===== config.mk =====
export PLATFORM = sky130hd
export DESIGN_NAME = lwdt_top
export DESIGN_NICKNAME = d
export VERILOG_FILES = /design/src/rtl/lwdt_pkg.sv /design/src/rtl/lwdt_tick_gen.sv /design/src/rtl/lwdt_top.sv
export VERILOG_INCLUDE_DIRS = /design/src /design/src/rtl
export SDC_FILE = /design/constraint.sdc
export NUM_CORES = 1
export LEC_CHECK = 0
export BUFFER_PORTS_ARGS = -buffer_cell sky130_fd_sc_hd__buf_2
export CORE_AREA = 4 4 76 78
export CTS_CLUSTER_DIAMETER = 50
export CTS_CLUSTER_SIZE = 16
export DETAILED_ROUTE_END_ITERATION = 8
export DIE_AREA = 0 0 80 82
export SETUP_SLACK_MARGIN = 0.2
export SLEW_MARGIN = 30
export SYNTH_ARGS = -nofsm -noshare
export SYNTH_HDL_FRONTEND = slang
export SYNTH_SLANG_ARGS = --single-unit

===== constraint.sdc =====
create_clock -name core_clk -period 2.7 [get_ports core_clk]
set_clock_uncertainty 0.1 [all_clocks]
set_input_delay 0.405 -clock core_clk [delete_from_list [all_inputs] [get_ports core_clk]]
set_output_delay 0.405 -clock core_clk [all_outputs]
set_load 0.03 [all_outputs]

===== src/rtl/lwdt_map.svh =====
`ifndef LWDT_MAP_SVH
`define LWDT_MAP_SVH

// ----------------------------------------------------------------
// timing
// ----------------------------------------------------------------
`define LWDT_CLK_PERIOD_NS 10
`define LWDT_LF_PERIOD_NS  12500
// least period rounds up to whole core cycles
`define LWDT_LF_DIV ((`LWDT_LF_PERIOD_NS + `LWDT_CLK_PERIOD_NS - 1) / `LWDT_CLK_PERIOD_NS)

// ----------------------------------------------------------------
// interval selection
// ----------------------------------------------------------------
`define LWDT_SEL_W       3
`define LWDT_SEL_RESET   3'h7
`define LWDT_BASE_EXP    6

`endif


===== src/rtl/lwdt_pkg.sv =====
`default_nettype none

package lwdt_pkg;

	typedef enum logic [2:0] {
		LWDT_RUN   = 3'b001,
		LWDT_OFF   = 3'b010,
		LWDT_FIRED = 3'b100
	} lwdt_state_t;

endpackage
`default_nettype wire


===== src/rtl/lwdt_tick_gen.sv =====
`timescale 1ns/100ps
`default_nettype none
`include "lwdt_map.svh"

module lwdt_tick_gen #(
	parameter int unsigned DIV = `LWDT_LF_DIV
) (
	// clock and reset
	input  wire logic core_clk,
	input  wire logic sys_rst,
	// low-frequency enable
	output logic      lf_tick
);

	if (DIV < 2)
	begin : g_bad_div
		$error("lwdt_tick_gen: DIV must be at least 2");
	end

	localparam int unsigned DW = $clog2(DIV);

	logic [DW-1:0] div_cnt;
	wire           div_wrap = (div_cnt == DW'(DIV - 1));

	always_ff @(posedge core_clk)
	begin
		if (sys_rst)
			div_cnt <= '0;
		else if (div_wrap)
			div_cnt <= '0;
		else
			div_cnt <= div_cnt + DW'(1);
	end

	always_ff @(posedge core_clk)
	begin
		if (sys_rst)
			lf_tick <= 1'b0;
		else
			lf_tick <= div_wrap;
	end

endmodule
`default_nettype wire


===== src/rtl/lwdt_top.sv =====
`timescale 1ns/100ps
`default_nettype none
`include "lwdt_map.svh"

// What this block does
// - counter advances only on low-frequency ticks
// - enabled overflow raises a system reset request
// - after reset enabled, longest interval selected
// - software may disable unless locked
// - lock blocks disable and setting changes
// - overflow reset leaves external reset pin alone
// - software selects timeout length in ticks
// - any reset restores every register's default
module lwdt_top #(
	parameter int unsigned LF_DIV   = `LWDT_LF_DIV,
	parameter int unsigned BASE_EXP = `LWDT_BASE_EXP
) (
	// clock and reset
	input  wire logic                    core_clk,
	input  wire logic                    sys_rst,
	// software commands, one-cycle pulses
	input  wire logic                    restart_req,
	input  wire logic                    disable_req,
	input  wire logic                    enable_req,
	input  wire logic                    lock_req,
	input  wire logic                    interval_wr,
	input  wire logic [`LWDT_SEL_W-1:0]  interval_sel,
	// status
	output logic                         wdt_enabled,
	output logic                         wdt_locked,
	output logic [`LWDT_SEL_W-1:0]       wdt_interval,
	output logic [BASE_EXP+6:0]          watchdog_counter,
	// to system reset logic
	output logic                         wdt_reset_req
);

	if (BASE_EXP < 1 || BASE_EXP > 20)
	begin : g_bad_exp
		$error("lwdt_top: BASE_EXP out of range");
	end

	localparam int unsigned CW = BASE_EXP + 7;

	// ----------------------------------------------------------------
	// low-frequency time base
	// ----------------------------------------------------------------
	logic lf_tick;

	// counter logic only moves on this enable
	lwdt_tick_gen #(
		.DIV      (LF_DIV)
	) u_tick (
		.core_clk (core_clk),
		.sys_rst  (sys_rst),
		.lf_tick  (lf_tick)
	);

	// ----------------------------------------------------------------
	// command capture
	// ----------------------------------------------------------------
	// requests wait here until the next tick; a request landing on the
	// consuming tick stays pending so it is never lost
	localparam int unsigned NCMD = 5;

	wire  [NCMD-1:0]        cmd_req;
	logic [NCMD-1:0]        cmd_pend;
	logic [`LWDT_SEL_W-1:0] sel_val;

	assign cmd_req = {interval_wr, lock_req, enable_req, disable_req, restart_req};

	for (genvar i = 0; i < NCMD; i++)
	begin : g_pend
		always_ff @(posedge core_clk)
		begin
			if (sys_rst)
				cmd_pend[i] <= 1'b0;
			else
				cmd_pend[i] <= (cmd_pend[i] & ~lf_tick) | cmd_req[i];
		end
	end

	wire                    rst_pend = cmd_pend[0];
	wire                    dis_pend = cmd_pend[1];
	wire                    ena_pend = cmd_pend[2];
	wire                    lck_pend = cmd_pend[3];
	wire                    sel_pend = cmd_pend[4];

	always_ff @(posedge core_clk)
	begin
		if (sys_rst)
			sel_val <= `LWDT_SEL_RESET;
		else if (interval_wr)
			sel_val <= interval_sel;
	end

	// ----------------------------------------------------------------
	// decode
	// ----------------------------------------------------------------
	lwdt_pkg::lwdt_state_t state;
	lwdt_pkg::lwdt_state_t next_state;

	wire          is_run     = (state == lwdt_pkg::LWDT_RUN);
	wire          is_off     = (state == lwdt_pkg::LWDT_OFF);
	// lock pending in the same tick already shields the settings
	wire          may_change = ~wdt_locked & ~lck_pend;
	wire          do_disable = lf_tick & dis_pend & may_change;
	wire          do_enable  = lf_tick & (ena_pend | lck_pend);
	wire          do_restart = lf_tick & rst_pend;
	wire          do_sel     = lf_tick & sel_pend & may_change;
	wire [CW-1:0] terminal   = {CW{1'b1}} >> (`LWDT_SEL_RESET - wdt_interval);
	// at or above, so a shortened interval below the count fires on the next tick
	wire          at_end     = (watchdog_counter >= terminal);
	wire          overflow   = is_run & lf_tick & ~do_restart & ~do_disable & at_end;

	always_comb
	begin
		next_state = state;
		case (state)
			lwdt_pkg::LWDT_RUN:
				if (overflow)
					next_state = lwdt_pkg::LWDT_FIRED;
				else if (do_disable)
					next_state = lwdt_pkg::LWDT_OFF;
			lwdt_pkg::LWDT_OFF:
				if (do_enable)
					next_state = lwdt_pkg::LWDT_RUN;
			lwdt_pkg::LWDT_FIRED:
				next_state = lwdt_pkg::LWDT_FIRED;
			default:
				next_state = lwdt_pkg::LWDT_RUN;
		endcase
	end

	// ----------------------------------------------------------------
	// state and settings
	// ----------------------------------------------------------------
	// every reset, the watchdog's own included, lands here
	always_ff @(posedge core_clk)
	begin
		if (sys_rst)
			state <= lwdt_pkg::LWDT_RUN;
		else
			state <= next_state;
	end

	always_ff @(posedge core_clk)
	begin
		if (sys_rst)
			wdt_interval <= `LWDT_SEL_RESET;
		else if (do_sel)
			wdt_interval <= sel_val;
	end

	always_ff @(posedge core_clk)
	begin
		if (sys_rst)
			wdt_locked <= 1'b0;
		else if (lf_tick & lck_pend)
			wdt_locked <= 1'b1;
	end

	// ----------------------------------------------------------------
	// watchdog counter
	// ----------------------------------------------------------------
	always_ff @(posedge core_clk)
	begin
		if (sys_rst)
			watchdog_counter <= '0;
		else if (do_restart | (is_off & do_enable))
			watchdog_counter <= '0;
		else if (is_run & lf_tick & ~at_end)
			watchdog_counter <= watchdog_counter + CW'(1);
	end

	// ----------------------------------------------------------------
	// outputs
	// ----------------------------------------------------------------
	// request stays up until the system reset logic answers with sys_rst;
	// there is deliberately no path to the external reset pin
	always_ff @(posedge core_clk)
	begin
		if (sys_rst)
			wdt_reset_req <= 1'b0;
		else if (overflow)
			wdt_reset_req <= 1'b1;
	end

	always_ff @(posedge core_clk)
	begin
		if (sys_rst)
			wdt_enabled <= 1'b1;
		else
			wdt_enabled <= (next_state != lwdt_pkg::LWDT_OFF);
	end

	// cycles since the last tick, for any divider value
	localparam int unsigned GW = $clog2(LF_DIV + 1);

	logic [GW-1:0] gap_cnt;

	always_ff @(posedge core_clk)
	begin
		if (sys_rst)
			gap_cnt <= '0;
		else if (lf_tick)
			gap_cnt <= GW'(1);
		else
			gap_cnt <= gap_cnt + GW'(1);
	end
endmodule
`default_nettype wire


==> run summary <==
====================================================================================
Status                                                                     completed
Global router's overall resource usage                                         0.133
Biggest area contributors in the synthesized netlist                    sky130_fd_sc_hd__dfxtp_1 42%, sky130_fd_sc_hd__a21oi_1 6.8%, sky130_fd_sc_hd__ha_1 6.3%
Nets in the synthesized netlist                                                  247
Post-Route WL                                                                4130 um
Worst path buffer plus inverter count                                              1
Most repeated cell in the gate-level netlist after synthesis            sky130_fd_sc_hd__dfxtp_1
Clock Tree Buf Depth                                                               2
Final max-slew violation count                                                     0
Worst path arrival time                                                      2.52 ns
Clock transition at the registers of the reported paths                      0.08 ns
Post-route ant nets                                                                0
Vias in the first global route                                                 1,528
Starting density of the core                                                   0.394
Final global-route overflow total                                                  0
Number of nets in the layout                                                     278
Share of post-route cells with drive strength above 1                          0.220
Die width                                                                      80 um
Leading cell types by count after synthesis                             42 x sky130_fd_sc_hd__dfxtp_1, 27 x sky130_fd_sc_hd__a21oi_1, 26 x sky130_fd_sc_hd__nor2_1, 13 x sky130_fd_sc_hd__nand2_1, 11 x sky130_fd_sc_hd__o31ai_1
Setup repair after global routing missed its margin                            false
Seq cells post-synth                                                              42
Routed length per instance                                                   12.6 um
Top cell family by delay on the critical path                           simple AND/OR/NAND/NOR gates
Synthesis warning total                                                            0
Number of detailed-routing iterations run before antenna repair                    4
CTS Buf Count                                                                      5
First-pass GRT wire length                                                   6920 um
Area added between synthesis and finish                                        20.2%
Pin count of the biggest net entering global routing                              28
Dominant cell type by area after synthesis                              sky130_fd_sc_hd__dfxtp_1
Power density normalized to cell area                                     486 nW/um2
Endpoints failing setup                                                            0
Vias/cell                                                                       5.18
Critical Setup Path Class                                                 reg -> reg
Row Count                                                                         26
Crit-path cells                                                         o21ai_1 -> ha_1 -> a21oi_2 -> o21ai_0 -> or3_4 -> buf_12 -> or4_1 -> a21oi_2
Tmin final                                                                   2.38 ns
Post-route worst hold slack                                                 0.210 ns
Diodes inserted                                                                    0
Post-layout util                                                               0.474
Slowest CP cell                                                         sky130_fd_sc_hd__or4_1
Average size of a mapped cell                                               8.81 um2
Worst endpoint required time                                                 2.84 ns
Reported max-cap violation count                                                   0
Routed via count                                                               1,704
Slew at the pin closest to its max-slew limit                               0.678 ns
Final Hold Violating Endpoints                                                     0
Worst min-delay path class                                                 in -> reg
Most Frequent Cell on Critical Path                                     sky130_fd_sc_hd__a21oi_2
Number of DRC violations after detailed routing                                    0
Netlist area before placement                                               2000 um2
I/O pin count                                                                     29
FILL cells                                                                       532
Initial drt markers                                                               91
Detailed Place HPWL                                                          2830 um
Clk_lat worst skew                                                           0.29 ns
# port buffers                                                                    28
Chip height                                                                    82 um
CP Launch Type                                                              register
Proportion of netlist area held by the largest area contributor                0.420
Weighted congestion at the end of routability-driven global placement          0.811
Core Area                                                                   5070 um2
Initial antenna violation count                                                    0
Pleak                                                                       0.942 nW
CP Max Fanout                                                                     14
Setup TNS Final                                                                 0 ns
Max-Slew Margin vs Limit                                                       0.542
Clk sinks                                                                         42
Post-synthesis instance total                                                    227
Critical Path End Type                                                      register
Most used flip-flop cell after synthesis                                sky130_fd_sc_hd__dfxtp_1
Synth async-reset ratio                                                            0
Proportion of synthesized chip area in sequential cells                        0.420
Total Die Area                                                              6560 um2
TritonCTS clock tree                                                           built
Fmax achieved                                                                420 MHz
Maximum level of the CTS H-tree                                                    2
Clock root buffer                                                       sky130_fd_sc_hd__clkbuf_8
Post-synth cell types                                                             35
Max incr delay on CP                                                         0.48 ns
Number of enable flip-flop cells after synthesis                                   0
Peak supply drop                                                          0.000348 V
Period utilisation layout                                                      0.883
====================================================================================
## power breakdown
group	total [mW]	leakage, nW	switching (mW)	internal, mW
clock network	0.494	0.0514	0.218	0.276
logic	0.0383	0.549	0.0208	0.0175
registers	0.637	0.341	0.00934	0.628
## stage by stage
| step | power (mW) | setup slack [ns] | instances | area (um2) |
|---|---|---|---|---|
| after floorplan | 0.678 | 0.210 | 227 | 2000 |
| after global placement | 0.693 | 0.319 | 319 | 2220 |
| after detailed placement | 0.694 | 0.306 | 319 | 2220 |
| after CTS | 1.19 | 0.278 | 327 | 2330 |
| after global routing | 1.22 | 0.188 | 329 | 2400 |
| final | 1.17 | 0.317 | 329 | 2400 |
## timing repair
item | 4_1_cts | 5_1_grt
hold buffers | 0 | 0
buffers inserted | 0 | 1
endpoints found under the setup margin | 0 | 8
resized for setup | 0 | 12
## registers in the layout, summed over array words and instances (netlist names), 3 cells and up
signal	flops
u_tick.div_cnt	11
state	3
watchdog_counter	13
wdt_interval	3
sel_val	3
## tightest hold or removal path, delay by kind of cell
family / cells / cell delay (ns)
AOI/OAI and AO/OA: 1 / 0.03
buffers and inverters: 1 / 0.07
and+or+nand+nor: 1 / 0.06
## area by class of cell
type	count	area, um2	share of cell area
inverter	4	15.0	0.00624
sequential	42	852	0.354
multi-input combinational	172	1130	0.471
timing repair buffer	33	208	0.0864
clock inverter	2	37.5	0.0156
tap	70	87.6	0.0364
clock buffer	6	72.6	0.0302
## path summary, 6_finish.rpt
kind              cells past startpoint  slack [ns]            start                  end
setup / recovery                      8        0.32  wdt_interval[1]  watchdog_counter[6]
hold / removal                        3        0.21       enable_req             ena_pend
setup reg to reg                      8        0.32  wdt_interval[1]  watchdog_counter[6]
hold reg to reg                       1        0.36       sel_val[0]      wdt_interval[0]
## cells by family after synthesis
logic type                 count (synthesis)  synth area share
and+or+nand+nor                           98             0.277
AOI/OAI and AO/OA                         54             0.164
DFF                                       42             0.420
buffers and inverters                     13            0.0325
xor gates and xnor gates                  10            0.0438
adders and majority gates                 10            0.0625
## per-layer routing
metal,wire length (um),track usage,part of all wire
met4,60,0.0557,0.015
met2,1800,0.205,0.44
met5,0,0,0
met3,213,0.0340,0.052
met1,2060,0.177,0.50
## layout by cell type (no fill, tap or decap), types with 2 or more instances in the layout
| cell type | n |
|---|---|
| sky130_fd_sc_hd__xnor2_1 | 4 |
| sky130_fd_sc_hd__a21oi_2 | 5 |
| sky130_fd_sc_hd__ha_1 | 9 |
| sky130_fd_sc_hd__nand4_1 | 3 |
| sky130_fd_sc_hd__o21ai_0 | 7 |
| sky130_fd_sc_hd__dfxtp_1 | 39 |
| sky130_fd_sc_hd__a21oi_1 | 23 |
| sky130_fd_sc_hd__o31ai_1 | 11 |
| sky130_fd_sc_hd__dfxtp_4 | 3 |
| sky130_fd_sc_hd__and2_1 | 3 |
| sky130_fd_sc_hd__nand2_1 | 13 |
| sky130_fd_sc_hd__nor3_1 | 3 |
| sky130_fd_sc_hd__buf_4 | 3 |
| sky130_fd_sc_hd__and3_1 | 5 |
| sky130_fd_sc_hd__nor2_1 | 26 |
| sky130_fd_sc_hd__inv_1 | 3 |
| sky130_fd_sc_hd__nand2b_1 | 4 |
| sky130_fd_sc_hd__buf_2 | 28 |
| sky130_fd_sc_hd__nor2b_1 | 5 |
| sky130_fd_sc_hd__xor2_1 | 6 |
| sky130_fd_sc_hd__or3_1 | 4 |
| sky130_fd_sc_hd__a211o_1 | 6 |
| sky130_fd_sc_hd__nand3_1 | 10 |
| sky130_fd_sc_hd__clkbuf_8 | 5 |
| sky130_fd_sc_hd__nor4b_1 | 2 |
| sky130_fd_sc_hd__or4_1 | 10 |
Note: power is estimated with default switching activity, not from simulation.
